--- src/verilog/tlsp_pkg.sv ---
package tlsp_pkg;
	// ******************************************
	// register indices (byte address is four times the index)
	// ******************************************
	localparam logic [7:0] TLSP_IDX_MOD_BND = 8'hc2;
	localparam logic [7:0] TLSP_IDX_AUX1_BND = 8'hc3;
	localparam logic [7:0] TLSP_IDX_AUX2_BND = 8'hc4;
	localparam logic [7:0] TLSP_IDX_STEP_BND = 8'hc5;
	localparam logic [7:0] TLSP_IDX_POLARITY = 8'hc6;
	localparam logic [7:0] TLSP_IDX_STATUS = 8'he0;
	// ******************************************
	// reset values and field positions
	// ******************************************
	localparam logic [7:0] TLSP_RST_BND = 8'h00;
	localparam logic [7:0] TLSP_RST_POLARITY = 8'h00;
	localparam int TLSP_POL_MOD_BIT = 7;
	localparam int TLSP_POL_AUX1_BIT = 6;
	localparam int TLSP_POL_AUX2_BIT = 5;
	localparam logic [7:0] TLSP_POL_WR_MASK = 8'he0;
	localparam int TLSP_STAT_STEP_BIT = 0;
	localparam int TLSP_STAT_UPPER_LSB = 1;
	// ******************************************
	// encoding of boundary bytes
	// ******************************************
	localparam logic [7:0] TLSP_BND_OFFSET = 8'h80;
	localparam int TLSP_BND_TEMP_SHIFT_C = 40;
	localparam int TLSP_MOD_STEP_C = 2;
	localparam int TLSP_AUX_STEP_C = 4;
	// ******************************************
	// recall destinations
	// ******************************************
	typedef enum logic [1:0] {
		TLSP_DEST_MOD = 2'b00,
		TLSP_DEST_AUX1 = 2'b01,
		TLSP_DEST_AUX2 = 2'b10
	} tlsp_dest_e;
	localparam int TLSP_NUM_DEST = 3;
endpackage : tlsp_pkg

--- src/verilog/tlsp_place.sv ---
`timescale 1ns/100ps
module tlsp_place
	import tlsp_pkg::*;
(
	input wire logic clk_i,
	input wire logic rst_i,
	input wire logic store_i,
	input wire logic [7:0] value_i,
	input wire logic [7:0] compare_i,
	input wire logic [7:0] boundary_i,
	input wire logic polarity_i,
	output logic [15:0] dest_o,
	output logic upper_o
);
	logic at_or_above;
	logic to_upper;

	// below the boundary goes low unless polarity reverses it
	assign at_or_above = (compare_i >= boundary_i);
	assign to_upper = at_or_above ^ polarity_i; // [RULE6] [RULE7] [RULE8] [RULE9]

	// one byte of the destination changes per recall, the other holds
	always_ff @(posedge clk_i) begin
		if (rst_i) begin
			dest_o <= 16'h0000;
			upper_o <= 1'b0;
		end else if (store_i) begin
			upper_o <= to_upper;
			if (to_upper) begin
				dest_o[15:8] <= value_i;
			end else begin
				dest_o[7:0] <= value_i;
			end
		end
	end

	// ******************************************
	// checks
	// ******************************************
	byte_lands_a: assert property (@(posedge clk_i) disable iff (rst_i) // [RULE6]
		store_i && (compare_i < boundary_i) && !polarity_i |=> dest_o[7:0] == $past(value_i))
		else $error("below boundary value not stored low");
	byte_reversed_a: assert property (@(posedge clk_i) disable iff (rst_i) // [RULE7]
		store_i && polarity_i |=> dest_o[15:8] == $past(dest_o[15:8]) || dest_o[7:0] == $past(dest_o[7:0]))
		else $error("both bytes changed in one recall");
	hold_idle_a: assert property (@(posedge clk_i) disable iff (rst_i) // [RULE8]
		!store_i |=> $stable(dest_o))
		else $error("destination changed without recall");
	cov_upper_c: cover property (@(posedge clk_i) disable iff (rst_i) store_i && to_upper);
endmodule : tlsp_place

--- src/verilog/tlsp_step_sel.sv ---
`timescale 1ns/100ps
module tlsp_step_sel
	import tlsp_pkg::*;
#(
	parameter int STEP_W = 8
) (
	input wire logic clk_i,
	input wire logic rst_i,
	input wire logic [7:0] index_i,
	input wire logic [7:0] boundary_i,
	input wire logic [STEP_W-1:0] high_i,
	input wire logic [STEP_W-1:0] low_i,
	output logic [STEP_W-1:0] step_o,
	output logic high_sel_o
);
	// strictly above picks the high step; equal falls to the low step
	always_ff @(posedge clk_i) begin
		if (rst_i) begin
			step_o <= '0;
			high_sel_o <= 1'b0;
		end else begin
			high_sel_o <= (index_i > boundary_i); // [RULE5] [RULE11]
			step_o <= (index_i > boundary_i) ? high_i : low_i; // [RULE5]
		end
	end

	step_high_a: assert property (@(posedge clk_i) disable iff (rst_i) // [RULE5]
		index_i > boundary_i |=> step_o == $past(high_i) && high_sel_o)
		else $error("high step not chosen above boundary");
	step_equal_a: assert property (@(posedge clk_i) disable iff (rst_i) // [RULE11]
		index_i <= boundary_i |=> step_o == $past(low_i) && !high_sel_o)
		else $error("low step not chosen at or below boundary");
	cov_step_c: cover property (@(posedge clk_i) disable iff (rst_i) $rose(high_sel_o));
endmodule : tlsp_step_sel

--- src/verilog/tlsp_top.sv ---
// The Wishbone register port was chosen for this implementation.
`timescale 1ns/100ps
// Contract
// [RULE1] The modulation boundary byte is the index threshold for placing recalled modulation bytes.
// [RULE2] The first auxiliary boundary byte is the threshold for that output's table placement.
// [RULE3] The second auxiliary boundary byte is the threshold for that output's table placement.
// [RULE4] Auxiliary boundaries are compared with the adjusted recall address, not the raw index.
// [RULE5] An index above the step boundary selects the high bias step, below it the low step.
// [RULE6] With modulation polarity 0, below boundary goes to the low byte, otherwise the high byte.
// [RULE7] With modulation polarity 1, below boundary goes to the high byte, otherwise the low byte.
// [RULE8] Polarity bit 6 sets, and at 1 reverses, the first auxiliary output's byte placement.
// [RULE9] Polarity bit 5 sets, and at 1 reverses, the second auxiliary output's byte placement.
// [RULE10] Reads need the higher level or lower level with a grant; writes need higher or lower with rw grant.
// [RULE11] An index equal to the step boundary selects the low bias step.
module tlsp_top
	import tlsp_pkg::*;
#(
	parameter int STEP_W = 8
) (
	input wire logic clk_i,
	input wire logic rst_i,
	// classic wishbone slave
	input wire logic cyc_i,
	input wire logic stb_i,
	input wire logic we_i,
	input wire logic [9:0] adr_i,
	input wire logic [3:0] sel_i,
	input wire logic [31:0] dat_i,
	output logic [31:0] dat_o,
	output logic ack_o,
	// password state from the access logic
	input wire logic higher_password_level_i,
	input wire logic lower_password_level_i,
	input wire logic low_level_table_rw_grant_i,
	input wire logic low_level_table_read_grant_i,
	// table recall
	input wire logic recall_i,
	input wire logic [1:0] recall_dest_i,
	input wire logic [7:0] recall_addr_i,
	input wire logic [7:0] recall_data_i,
	input wire logic [7:0] temperature_table_index_i,
	// bias step values
	input wire logic [STEP_W-1:0] bias_step_high_value_i,
	input wire logic [STEP_W-1:0] bias_step_low_value_i,
	// results
	output logic [15:0] modulation_o,
	output logic [15:0] aux_analog_out_one_o,
	output logic [15:0] aux_analog_out_two_o,
	output logic [STEP_W-1:0] active_bias_step_o
);
	// ******************************************
	// registers
	// ******************************************
	logic [7:0] modulation_temp_boundary_r;
	logic [7:0] aux_out_one_temp_boundary_r;
	logic [7:0] aux_out_two_temp_boundary_r;
	logic [7:0] bias_step_temp_boundary_r;
	logic [7:0] table_polarity_select_r;
	logic ack_r;
	logic [31:0] dat_r;
	logic [31:0] dat_nxt;
	logic [7:0] reg_idx;
	logic rd_ok;
	logic wr_ok;
	logic wr_take;
	logic req;
	logic step_high;
	logic [TLSP_NUM_DEST-1:0] placed_upper;
	logic [TLSP_NUM_DEST-1:0] store;
	logic [7:0] compare_val [TLSP_NUM_DEST];
	logic [7:0] boundary_val [TLSP_NUM_DEST];
	logic [TLSP_NUM_DEST-1:0] polarity_val;
	logic [15:0] dest_val [TLSP_NUM_DEST];

	// decodes a byte index into the register it names
	function automatic logic is_reg(input logic [7:0] idx, input logic [7:0] want);
		is_reg = (idx == want);
	endfunction : is_reg

	// ******************************************
	// access permission
	// ******************************************
	// lower level alone opens nothing; a grant must accompany it
	assign rd_ok = higher_password_level_i
		| (lower_password_level_i & (low_level_table_rw_grant_i | low_level_table_read_grant_i)); // [RULE10]
	assign wr_ok = higher_password_level_i | (lower_password_level_i & low_level_table_rw_grant_i); // [RULE10]

	// ******************************************
	// wishbone slave
	// ******************************************
	assign reg_idx = adr_i[9:2];
	assign req = cyc_i & stb_i;
	// write lands on the edge where the master sees ack, lane 0 only
	assign wr_take = req & ack_r & we_i & sel_i[0] & wr_ok; // [RULE10]
	assign ack_o = ack_r;
	assign dat_o = dat_r;

	// ack one cycle after the request, dropped the cycle after
	always_ff @(posedge clk_i) begin
		if (rst_i) begin
			ack_r <= 1'b0;
		end else begin
			ack_r <= req & ~ack_r;
		end
	end

	// read mux; denied or unmapped reads give zero
	always_comb begin
		dat_nxt = 32'h0000_0000;
		if (rd_ok) begin // [RULE10]
			unique case (1'b1)
				is_reg(reg_idx, TLSP_IDX_MOD_BND): dat_nxt[7:0] = modulation_temp_boundary_r;
				is_reg(reg_idx, TLSP_IDX_AUX1_BND): dat_nxt[7:0] = aux_out_one_temp_boundary_r;
				is_reg(reg_idx, TLSP_IDX_AUX2_BND): dat_nxt[7:0] = aux_out_two_temp_boundary_r;
				is_reg(reg_idx, TLSP_IDX_STEP_BND): dat_nxt[7:0] = bias_step_temp_boundary_r;
				is_reg(reg_idx, TLSP_IDX_POLARITY): dat_nxt[7:0] = table_polarity_select_r & TLSP_POL_WR_MASK;
				is_reg(reg_idx, TLSP_IDX_STATUS): begin
					dat_nxt[TLSP_STAT_STEP_BIT] = step_high;
					dat_nxt[TLSP_STAT_UPPER_LSB +: TLSP_NUM_DEST] = placed_upper;
				end
				default: dat_nxt = 32'h0000_0000;
			endcase
		end
	end

	// read data is captured with the ack
	always_ff @(posedge clk_i) begin
		if (rst_i) begin
			dat_r <= 32'h0000_0000;
		end else if (req & ~ack_r & ~we_i) begin
			dat_r <= dat_nxt;
		end else if (~req) begin
			dat_r <= 32'h0000_0000;
		end
	end

	// ******************************************
	// boundary and polarity registers
	// ******************************************
	// boundaries are written by software in the offset-80h index encoding
	always_ff @(posedge clk_i) begin
		if (rst_i) begin
			modulation_temp_boundary_r <= TLSP_RST_BND;
			aux_out_one_temp_boundary_r <= TLSP_RST_BND;
			aux_out_two_temp_boundary_r <= TLSP_RST_BND;
			bias_step_temp_boundary_r <= TLSP_RST_BND;
		end else if (wr_take) begin
			if (is_reg(reg_idx, TLSP_IDX_MOD_BND)) begin
				modulation_temp_boundary_r <= dat_i[7:0]; // [RULE1]
			end
			if (is_reg(reg_idx, TLSP_IDX_AUX1_BND)) begin
				aux_out_one_temp_boundary_r <= dat_i[7:0]; // [RULE2]
			end
			if (is_reg(reg_idx, TLSP_IDX_AUX2_BND)) begin
				aux_out_two_temp_boundary_r <= dat_i[7:0]; // [RULE3]
			end
			if (is_reg(reg_idx, TLSP_IDX_STEP_BND)) begin
				bias_step_temp_boundary_r <= dat_i[7:0]; // [RULE5]
			end
		end
	end

	// only the three polarity bits store; the rest stay zero
	always_ff @(posedge clk_i) begin
		if (rst_i) begin
			table_polarity_select_r <= TLSP_RST_POLARITY;
		end else if (wr_take && is_reg(reg_idx, TLSP_IDX_POLARITY)) begin
			table_polarity_select_r <= dat_i[7:0] & TLSP_POL_WR_MASK;
		end
	end

	// ******************************************
	// recall placement
	// ******************************************
	// modulation compares the raw index, auxiliaries the adjusted address
	assign compare_val[TLSP_DEST_MOD] = temperature_table_index_i; // [RULE1]
	assign compare_val[TLSP_DEST_AUX1] = recall_addr_i; // [RULE4]
	assign compare_val[TLSP_DEST_AUX2] = recall_addr_i; // [RULE4]
	assign boundary_val[TLSP_DEST_MOD] = modulation_temp_boundary_r; // [RULE1]
	assign boundary_val[TLSP_DEST_AUX1] = aux_out_one_temp_boundary_r; // [RULE2]
	assign boundary_val[TLSP_DEST_AUX2] = aux_out_two_temp_boundary_r; // [RULE3]
	assign polarity_val[TLSP_DEST_MOD] = table_polarity_select_r[TLSP_POL_MOD_BIT]; // [RULE7]
	assign polarity_val[TLSP_DEST_AUX1] = table_polarity_select_r[TLSP_POL_AUX1_BIT]; // [RULE8]
	assign polarity_val[TLSP_DEST_AUX2] = table_polarity_select_r[TLSP_POL_AUX2_BIT]; // [RULE9]

	// one placement unit per destination register
	generate
		for (genvar g = 0; g < TLSP_NUM_DEST; g++) begin : g_place
			assign store[g] = recall_i & (recall_dest_i == 2'(g));
			tlsp_place u_place (
				.clk_i(clk_i),
				.rst_i(rst_i),
				.store_i(store[g]),
				.value_i(recall_data_i),
				.compare_i(compare_val[g]),
				.boundary_i(boundary_val[g]),
				.polarity_i(polarity_val[g]),
				.dest_o(dest_val[g]),
				.upper_o(placed_upper[g])
			);
		end
	endgenerate

	assign modulation_o = dest_val[TLSP_DEST_MOD];
	assign aux_analog_out_one_o = dest_val[TLSP_DEST_AUX1];
	assign aux_analog_out_two_o = dest_val[TLSP_DEST_AUX2];

	// ******************************************
	// bias step selection
	// ******************************************
	tlsp_step_sel #(
		.STEP_W(STEP_W)
	) u_step (
		.clk_i(clk_i),
		.rst_i(rst_i),
		.index_i(temperature_table_index_i),
		.boundary_i(bias_step_temp_boundary_r),
		.high_i(bias_step_high_value_i),
		.low_i(bias_step_low_value_i),
		.step_o(active_bias_step_o),
		.high_sel_o(step_high)
	);

	// ******************************************
	// checks
	// ******************************************
	ack_single_a: assert property (@(posedge clk_i) disable iff (rst_i)
		ack_r |=> !ack_r)
		else $error("ack held for two cycles");
	wr_denied_a: assert property (@(posedge clk_i) disable iff (rst_i) // [RULE10]
		req && ack_r && we_i && !wr_ok |=> $stable(modulation_temp_boundary_r)
		&& $stable(table_polarity_select_r) && $stable(bias_step_temp_boundary_r))
		else $error("write stored without permission");
	rd_denied_a: assert property (@(posedge clk_i) disable iff (rst_i) // [RULE10]
		req && !ack_r && !we_i && !rd_ok |=> dat_o == 32'h0000_0000)
		else $error("read data returned without permission");
	mod_boundary_a: assert property (@(posedge clk_i) disable iff (rst_i) // [RULE1]
		wr_take && is_reg(reg_idx, TLSP_IDX_MOD_BND) |=> modulation_temp_boundary_r == $past(dat_i[7:0]))
		else $error("modulation boundary not stored");
	aux_uses_addr_a: assert property (@(posedge clk_i) disable iff (rst_i) // [RULE4]
		store[TLSP_DEST_AUX1] && !polarity_val[TLSP_DEST_AUX1] && recall_addr_i >= aux_out_one_temp_boundary_r
		|=> aux_analog_out_one_o[15:8] == $past(recall_data_i))
		else $error("aux one placement ignores recall address");
	aux_two_rev_a: assert property (@(posedge clk_i) disable iff (rst_i) // [RULE9]
		store[TLSP_DEST_AUX2] && polarity_val[TLSP_DEST_AUX2] && recall_addr_i < aux_out_two_temp_boundary_r
		|=> aux_analog_out_two_o[15:8] == $past(recall_data_i))
		else $error("aux two reversed placement wrong");
	mod_neg_a: assert property (@(posedge clk_i) disable iff (rst_i) // [RULE7]
		store[TLSP_DEST_MOD] && polarity_val[TLSP_DEST_MOD]
		&& temperature_table_index_i >= modulation_temp_boundary_r
		|=> modulation_o[7:0] == $past(recall_data_i))
		else $error("negative modulation placement wrong");
	pol_reserved_a: assert property (@(posedge clk_i) disable iff (rst_i)
		table_polarity_select_r[4:0] == 5'h00)
		else $error("reserved polarity bits set");

	// ******************************************
	// handshake, read path and write lane checks
	// ******************************************
	// every request is answered on the next edge
	ack_follows_a: assert property (@(posedge clk_i) disable iff (rst_i)
		req && !ack_r |=> ack_r)
		else $error("request not acknowledged");
	// read data falls back to zero between requests
	dat_idle_a: assert property (@(posedge clk_i) disable iff (rst_i)
		!req |=> dat_o == 32'h0000_0000)
		else $error("read data left standing");
	// a granted read of the modulation boundary returns its stored byte
	rd_value_a: assert property (@(posedge clk_i) disable iff (rst_i) // [RULE10]
		req && !ack_r && !we_i && rd_ok && is_reg(reg_idx, TLSP_IDX_MOD_BND)
		|=> dat_o == {24'h000000, $past(modulation_temp_boundary_r)})
		else $error("granted read returned wrong data");
	// a write without the low byte lane stores nothing
	lane_ignored_a: assert property (@(posedge clk_i) disable iff (rst_i)
		req && ack_r && we_i && !sel_i[0] |=> $stable(aux_out_one_temp_boundary_r)
		&& $stable(aux_out_two_temp_boundary_r) && $stable(modulation_temp_boundary_r))
		else $error("write stored without low lane");

	// ******************************************
	// register store checks
	// ******************************************
	aux1_boundary_a: assert property (@(posedge clk_i) disable iff (rst_i) // [RULE2]
		wr_take && is_reg(reg_idx, TLSP_IDX_AUX1_BND)
		|=> aux_out_one_temp_boundary_r == $past(dat_i[7:0]))
		else $error("aux one boundary not stored");
	aux2_boundary_a: assert property (@(posedge clk_i) disable iff (rst_i) // [RULE3]
		wr_take && is_reg(reg_idx, TLSP_IDX_AUX2_BND)
		|=> aux_out_two_temp_boundary_r == $past(dat_i[7:0]))
		else $error("aux two boundary not stored");
	step_boundary_a: assert property (@(posedge clk_i) disable iff (rst_i) // [RULE5]
		wr_take && is_reg(reg_idx, TLSP_IDX_STEP_BND)
		|=> bias_step_temp_boundary_r == $past(dat_i[7:0]))
		else $error("step boundary not stored");
	// only the three polarity bits take the written value
	pol_store_a: assert property (@(posedge clk_i) disable iff (rst_i) // [RULE8] [RULE9]
		wr_take && is_reg(reg_idx, TLSP_IDX_POLARITY)
		|=> table_polarity_select_r == ($past(dat_i[7:0]) & TLSP_POL_WR_MASK))
		else $error("polarity bits not stored");

	// ******************************************
	// placement checks
	// ******************************************
	mod_pos_a: assert property (@(posedge clk_i) disable iff (rst_i) // [RULE6]
		store[TLSP_DEST_MOD] && !polarity_val[TLSP_DEST_MOD]
		&& temperature_table_index_i >= modulation_temp_boundary_r
		|=> modulation_o[15:8] == $past(recall_data_i))
		else $error("positive modulation upper placement wrong");
	mod_low_a: assert property (@(posedge clk_i) disable iff (rst_i) // [RULE6]
		store[TLSP_DEST_MOD] && !polarity_val[TLSP_DEST_MOD]
		&& temperature_table_index_i < modulation_temp_boundary_r
		|=> modulation_o[7:0] == $past(recall_data_i))
		else $error("positive modulation lower placement wrong");
	aux_one_rev_a: assert property (@(posedge clk_i) disable iff (rst_i) // [RULE8]
		store[TLSP_DEST_AUX1] && polarity_val[TLSP_DEST_AUX1] && recall_addr_i >= aux_out_one_temp_boundary_r
		|=> aux_analog_out_one_o[7:0] == $past(recall_data_i))
		else $error("aux one reversed placement wrong");
	aux_two_fwd_a: assert property (@(posedge clk_i) disable iff (rst_i) // [RULE9]
		store[TLSP_DEST_AUX2] && !polarity_val[TLSP_DEST_AUX2] && recall_addr_i < aux_out_two_temp_boundary_r
		|=> aux_analog_out_two_o[7:0] == $past(recall_data_i))
		else $error("aux two forward placement wrong");
	// the unused destination code leaves every output alone
	dest_unused_a: assert property (@(posedge clk_i) disable iff (rst_i)
		recall_i && recall_dest_i == 2'd3
		|=> $stable(modulation_o) && $stable(aux_analog_out_one_o) && $stable(aux_analog_out_two_o))
		else $error("recall to unused destination stored");

	cov_write_c: cover property (@(posedge clk_i) disable iff (rst_i) wr_take);
	cov_read_c: cover property (@(posedge clk_i) disable iff (rst_i) req && ack_r && !we_i && rd_ok);
	cov_aux_c: cover property (@(posedge clk_i) disable iff (rst_i) store[TLSP_DEST_AUX2]);
endmodule : tlsp_top
--- config.mk ---
export PLATFORM = sky130hd
export DESIGN_NAME = tlsp_top
export DESIGN_NICKNAME = d
export VERILOG_FILES = /design/src/verilog/tlsp_pkg.sv /design/src/verilog/tlsp_place.sv /design/src/verilog/tlsp_step_sel.sv /design/src/verilog/tlsp_top.sv
export SDC_FILE = /design/constraint.sdc
export NUM_CORES = 1
export LEC_CHECK = 0
export BUFFER_PORTS_ARGS = -buffer_cell sky130_fd_sc_hd__buf_4
export CAP_MARGIN = 20
export CORE_UTILIZATION = 56
export CTS_BUF_LIST = sky130_fd_sc_hd__clkbuf_4 sky130_fd_sc_hd__clkbuf_8
export CTS_CLUSTER_SIZE = 8
export DETAILED_ROUTE_END_ITERATION = 8
export PLACE_DENSITY = 0.89
export SYNTH_ARGS = -nofsm -noshare
export SYNTH_HDL_FRONTEND = slang
export SYNTH_SLANG_ARGS = --single-unit
--- constraint.sdc ---
create_clock -name clk_i -period 5.6 [get_ports clk_i]
set_clock_uncertainty 0.2 [all_clocks]
set_input_delay 0.56 -clock clk_i [delete_from_list [all_inputs] [get_ports clk_i]]
set_output_delay 0.56 -clock clk_i [all_outputs]
set_load 0.005 [all_outputs]
==> results of run 1 <==
-- flip-flops by register name, indices dropped and copies added (netlist names) --
register,count
ack_o,1
g_place.u_place.upper_o,3
g_place.u_place.dest_o,48
u_step.high_sel_o,1
dat_o,8
table_polarity_select_r,3
aux_out_two_temp_boundary_r,8
u_step.step_o,8
bias_step_temp_boundary_r,8
aux_out_one_temp_boundary_r,8
modulation_temp_boundary_r,8
-- Yosys cell counts, types with 2 or more instances --
cell      number
a31oi_1        2
buf_4         28
nand3b_1      26
a211o_1        2
a21oi_1       28
buf_6          3
nand2b_1      27
mux2i_2        2
inv_1         34
o21ai_1       19
ha_1          32
mux2i_1       68
a22oi_1       10
nor2b_1        6
a32oi_1        2
nand2_1       23
o21ai_0       16
nor3b_1        3
nand3_1       11
buf_2          4
nor3_1         6
a221oi_1       2
nor2_1        67
clkbuf_1      18
o221a_1        2
o21a_1         2
o22ai_1        7
nor3_2         2
dfxtp_1      104
nand4_1        5
-- logic make-up (layout without fill, tap and decap cells) --
logic type	Yosys count	after routing
buf+inv	88	184
other cells	1	24
flops	104	104
fa+ha+maj	32	32
compound gates	101	101
simple gates	188	188
mux	71	71
-- critical path, cell delays in order (launching register included) --
cell and delay (ps):
dfxtp_1 390, nand3_1 100, nor3_2 640, inv_1 230
nor3b_2 780, mux2i_1 280, nor2_1 70
-- where the power goes --
part / internal [mW] / total [mW] / leakage, nW / switching (mW)
Combinational: 0.0862 / 0.174 / 1.80 / 0.0879
Clock: 0.221 / 0.509 / 0.107 / 0.288
Sequential: 0.754 / 0.761 / 0.842 / 0.00734
Total: 1.06 / 1.44 / 2.75 / 0.383
-- how the worst max path moves through the flow --
stage / slack [ps] / from / endpoint / cells after the start
2_1_floorplan: 3170 / recall_addr_i[2] / g_place[2].u_place.dest_o[7] / 7
3_3_place_gp: 2530 / cyc_i / bias_step_temp_boundary_r[1] / 7
3_5_place_dp: 2420 / cyc_i / bias_step_temp_boundary_r[3] / 7
4_1_cts: 2780 / aux_out_two_temp_boundary_r[2] / g_place[2].u_place.dest_o[7] / 7
5_1_grt: 2610 / ack_o / bias_step_temp_boundary_r[3] / 6
6_report: 2770 / ack_o / bias_step_temp_boundary_r[3] / 6
-- per-layer routing --
metal,vias up,part of all wire [%]
li1,2208,-
met1,2149,43
met2,202,47
met3,46,6.3
met4,0,3.6
met5,-,0
-- cell type report --
type                       count  area, um^2
tap                          129         161
multi-input combinational    416        2860
inverter                      34         128
clock inverter                 7        93.8
clock buffer                   9         124
timing repair buffer         134        1010
fill                         665        2780
sequential                   104        2080
-- cell usage in the layout, fill, tap and decap left out, drive strengths merged, types with 2 or more instances in the layout --
master and count:
nand2b 27, a21oi 29, mux2i 70, o21ai 35
buf 134, dfxtp 104, o21a 2, a32oi 2
nand2 23, nand3 12, nor2 67, a31oi 2
inv 38, nor3b 4, o22ai 7, clkbuf 9
nand4 5, a221oi 2, nor4 2, nor2b 6
or3b 2, ha 32, a22oi 10, o221a 2
conb 24, a211o 2, nor3 9, nand3b 26
==> run metrics, run 1 <==
share of the synthesized netlist area taken by xor and xnor gates=0%; status=complete, no violations; Finished Core Util=between 60 and 70%; clock latency at the later pin of the worst-skew pair=380 ps; share of synthesized area spent on multiplexers=between 10 and 15%; post-route non-filler standard cell count=833; final period utilization=~51%; dominant combinational cell family by area after synthesis=simple AND/OR/NAND/NOR gates; portion of synthesized cell area occupied by the leading cell type=about two fifths; pin count of the biggest net entering global routing=roughly 110; hold path endpoint=u_step.step_o[6]; startpoint of the worst-slack reg-to-reg timing path=ack_o; core area=approximately 9200 um^2; drt pass-1 iters=6; final net count=roughly 830; Std-Cell Rows=35; estimated wirelength of the detail-placed design=a little under 10000 um; placer congestion estimate=0.862; initial antenna violation count=0; Port Buf Inserts=between 100 and 150; overall die height=between 90 and 100 um; routed len/inst=about 15 um; syn avg cell area=just over 9 um^2; CP Launch Type=register; setup repair after global routing missed its margin=false; number of clock sinks=between 100 and 150; number of DRC markers in iteration 0=roughly 390; fraction of the mapped netlist area in adder cells=under 10%; complex-gate fraction of the synthesized area=11.7%; CTS H-tree lvls=3; Initial Util=between 50% and 60%; number of buffers on the longest clock path=2; CTS tree=done; post-layout minimum cycle time=approximately 2800 ps; synthesized instance count=a little under 600; transition time at the pin with the least slew margin=1030 ps; Tot Pwr=~1.4 mW; Setup violations, final=0; fraction of the yosys area taken by sequential cells=approximately 40%; worst IR drop on VDD=~0.00014 V; met1 demand-to-capacity share in global routing=between 30% and 40%; setup slack of the worst register-to-register path=about 2800 ps; via total after detailed routing=~4.6k; Gates resized, CTS repair=0; FFs w/ async S/R, synth=0%; Arrival @ worst endpoint=approximately 2900 ps; startpoint of the tightest hold check path=bias_step_high_value_i[6]; area growth from synthesis to layout=21.3%; Area contributors post-synth=dfxtp_1 (39%), mux2i_1 (13%), ha_1 (7.5%), nor2_1 (4.7%), buf_4 (4.0%); number of register bits inferred by synthesis=about 100; highest clock rate=354 MHz; leakage power figure=2.75 nW; die boundary width=approximately 99 um; worst hold path stage count=3; first-pass GRT wire length=21000 um; total I/O pin count=187; post-place setup slack=2420 ps; number of enable flip-flop cells after synthesis=0; netlist area before placement=roughly 5300 um^2; kind of end point of the critical path=register; CP max FO=12; global-route total usage across every layer=26.6%; post-route worst hold slack=about 210 ps; cell area after layout=6460 um^2; Post-Route Setup TNS=0 ps; remaining antenna violation count=0; residual overflow from global routing=0; required time of the critical path=~5600 ps; antenna diode count=0; clock transition at the registers of the reported paths=110 ps; post-route DRC violation count=0; share of post-route cells with drive strength above 1=a little under a quarter; Primary FF master, synth=dfxtp_1; die area=9900 um^2; Cell Area, Placed=between 6000 and 7000 um^2; Crit Path Category=reg -> reg; type of the worst min-delay path=in -> reg; largest area contributor in the synthesized netlist=dfxtp_1; total power per unit cell area=224 nW/um^2; number of hold buffers added after CTS=0; TritonCTS Buffers=9; Rel. slew slack=around a third; total routed wirelength=12800 um; root buffer cell=clkbuf_8; R2R Path End=bias_step_temp_boundary_r[3]; number of placed instances, taps included=between 800 and 900; length in cells of the worst reg-to-reg path=6; number of unique standard cell types used by synthesis=54; final number of max-transition violations=0; global routing met2 resource utilization=a little over two fifths; average via count per standard cell=between 5 and 6; global routing's busiest layer=met2; setup fix buffers added after clock tree synthesis=0; vias in the first global route=between 4k and 5k; maximum capacitance violations=0; count of final hold-check violations=0; area share of and/or/nand/nor cells after synthesis=between 10% and 20%; global-route track usage on met3=4.29%; least setup slack across all paths after layout=about 2800 ps; Warnings, synthesis=0
Power figures use the tool's default switching activity.
==> run 2, diff against run 1 <==
--- a/config.mk
+++ b/config.mk
@@ -7,11 +7,11 @@
 export LEC_CHECK = 0
 export BUFFER_PORTS_ARGS = -buffer_cell sky130_fd_sc_hd__buf_4
 export CAP_MARGIN = 20
-export CORE_UTILIZATION = 56
+export CORE_UTILIZATION = 47
 export CTS_BUF_LIST = sky130_fd_sc_hd__clkbuf_4 sky130_fd_sc_hd__clkbuf_8
 export CTS_CLUSTER_SIZE = 8
 export DETAILED_ROUTE_END_ITERATION = 8
-export PLACE_DENSITY = 0.89
+export PLACE_DENSITY = 0.8
 export SYNTH_ARGS = -nofsm -noshare
 export SYNTH_HDL_FRONTEND = slang
 export SYNTH_SLANG_ARGS = --single-unit
==> constraint.sdc (replaced) <==
create_clock -name clk_i -period 2.5 [get_ports clk_i]
set_clock_uncertainty 0.2 [all_clocks]
set_input_delay 0.25 -clock clk_i [delete_from_list [all_inputs] [get_ports clk_i]]
set_output_delay 0.25 -clock clk_i [all_outputs]
set_load 0.005 [all_outputs]
==> run 2 against run 1 <==
Critical path depth is 2 higher; die area increased by 19%; clock power is 120% higher; combinational power grew to 2.5 times the previous value; utilization down 7.3 points; via count grew 2.3%; highest routed layer unchanged.
==> run metrics, run 2 (synthesized netlist as in run 1, its figures left out) <==
most frequent standard cell in the layout excluding fill and tap cells=buf_4; share of total power in combinational logic=13.6% (+1.5 points); total routed wirelength=14000 um (+9.5%); number of buffers on the longest clock path=2 (unchanged); post-layout minimum cycle time=2390 ps (-436 ps); leading cell types in the layout, fill and taps excluded=buf_4 (141), dfxtp_1 (104), mux2i_1 (68); number of DRC markers in iteration 0=297 (-23%); CP Launch Type=register; worst hold path stage count=4 (+1); area growth from synthesis to layout=28.6%; maximum capacitance violations=0 (unchanged); Internal=2.40 mW (+130%); Rel. slew slack=48.1% (+16 points); Net Sw Frac=26.2% (-0.29 points); estimated wirelength of the detail-placed design=10400 um (+8.2%); drt pass-1 iters=6 (unchanged); routed len/inst=15.9 um (+3.3%); average via count per standard cell=5.33 (-3.5%); CP max FO=9 (-3); core area=10900 um^2 (+18%); cell area after layout=6850 um^2 (+6.0%); highest clock rate=418 MHz (+18%); transition time at the pin with the least slew margin=778 ps (-247 ps); Std-Cell Rows=38 (+8.6%); final net count=868 (+4.7%); setup repair after global routing missed its margin=false; clock latency at the later pin of the worst-skew pair=370 ps (about the same); remaining antenna violation count=0 (unchanged); kind of end point of the critical path=register; Post-Route Setup TNS=0 ps (unchanged); global-route total usage across every layer=24.4% (-2.1 points); Initial Util=48.7% (-8.9 points); required time of the critical path=2550 ps (-3080 ps); initial antenna violation count=0 (unchanged); count of final hold-check violations=0 (unchanged); die boundary width=108 um (+9.0%); clock transition at the registers of the reported paths=110 ps (about the same); total I/O pin count=187 (unchanged); via total after detailed routing=4710 (+2.3%); root buffer cell=clkbuf_8; status=complete, no violations; share of post-route cells with drive strength above 1=23.6% (+0.26 points); largest reg by FF count=g_place.u_place.dest_o; type of the worst min-delay path=in -> reg; post-route DRC violation count=0 (unchanged); setup slack of the worst register-to-register path=110 ps (-2660 ps); length in cells of the worst reg-to-reg path=8 (+2); worst IR drop on VDD=0.000369 V (+170%); multi-input gate area in the final layout=2870 um^2 (+0.26%); TritonCTS Buffers=9 (unchanged); total power per unit cell area=476 nW/um^2 (+110%); die area=11800 um^2 (+19%); CTS tree=done; max FFs per register=48 (unchanged); Arrival @ worst endpoint=2440 ps (-420 ps); antenna diode count=0 (unchanged); leakage power figure=2.91 nW (+6.0%); residual overflow from global routing=0 (unchanged); Cell Area, Placed=6310 um^2 (+1.2%); pin count of the biggest net entering global routing=92 (-17%); number of clock sinks=104 (unchanged); FILL cells=919 (+38%); CTS H-tree lvls=3 (unchanged); Crit Path Category=reg -> reg; post-place setup slack=39.7 ps (-2380 ps); vias in the first global route=4594 (+2.8%); portion of total power attributed to the clock network=34.0% (-1.2 points); sequential standard cell area=2080 um^2 (unchanged); final number of max-transition violations=0 (unchanged); overall die height=108 um (+9.0%); Port Buf Inserts=133 (unchanged); final period utilization=95.7% (+45 points); share of total power in sequential cells=52.4% (-0.3 points); net switching power figure=0.854 mW (+120%); placer congestion estimate=0.868 (+0.70%); first-pass GRT wire length=22300 um (+6.2%); least setup slack across all paths after layout=108 ps (-2660 ps); Setup violations, final=0 (unchanged)
-- run 2: final timing paths --
kind                                  start                            to
min                        recall_dest_i[0]    g_place[2].u_place.upper_o
max          aux_out_two_temp_boundary_r[2]  g_place[2].u_place.dest_o[9]
min reg2reg                        dat_o[2]                      dat_o[2]
max reg2reg  aux_out_two_temp_boundary_r[2]  g_place[2].u_place.dest_o[9]
-- run 2: power groups by stage --
stage | Combinational (mW) | Sequential (mW) | Clock, mW
final | 0.443 | 1.71 | 1.11
after detailed placement | 0.395 | 1.74 | 0
after floorplan | 0.230 | 1.74 | 0
after global placement | 0.377 | 1.74 | 0
after global routing | 0.484 | 1.71 | 1.21
after CTS | 0.436 | 1.71 | 1.12
-- run 2: what timing repair did --
action,in CTS,in global routing
hold buffers,32,0
resized for setup,0,4
endpoints found under the hold margin,50,0
buffers inserted,0,0
endpoints found under the setup margin,0,26
-- run 2: layer usage --
layer / up-vias / GRT usage (%) / routed length, um
li1: 2291 / - / -
met1: 2236 / 31.3 / 6050
met2: 161 / 41.7 / 7060
met3: 22 / 3.56 / 685
met4: 0 / 8.40 / 257
met5: - / 0 / 0
-- run 2: critical path: stages (launching register included) --
cell and delay (ps):
dfxtp_1 370, inv_1 50, ha_1 290, a211oi_1 190
o21ai_0 170, a21oi_2 230, mux2_2 490, mux2i_1 220
nor2_1 60
-- run 2: cell type report --
cell class,count,area share (%)
Multi-Input combinational cell,416,41.9
Tap cell,140,2.56
Clock buffer,9,1.81
Timing Repair Buffer,173,20.1
Inverter,34,1.86
Sequential cell,104,30.4
Clock inverter,7,1.28
-- run 2: metrics by stage --
step / hold WS [ps] / std cells / util (%) / power (mW)
after floorplan: 194 / 608 / - / 1.97
after global placement: 246 / 835 / 57.7 / 2.12
after detailed placement: 258 / 835 / 57.7 / 2.14
after CTS: 82.0 / 883 / 62.5 / 3.26
after global routing: 116 / 883 / 62.6 / 3.40
final: 89.3 / 883 / 62.6 / 3.26
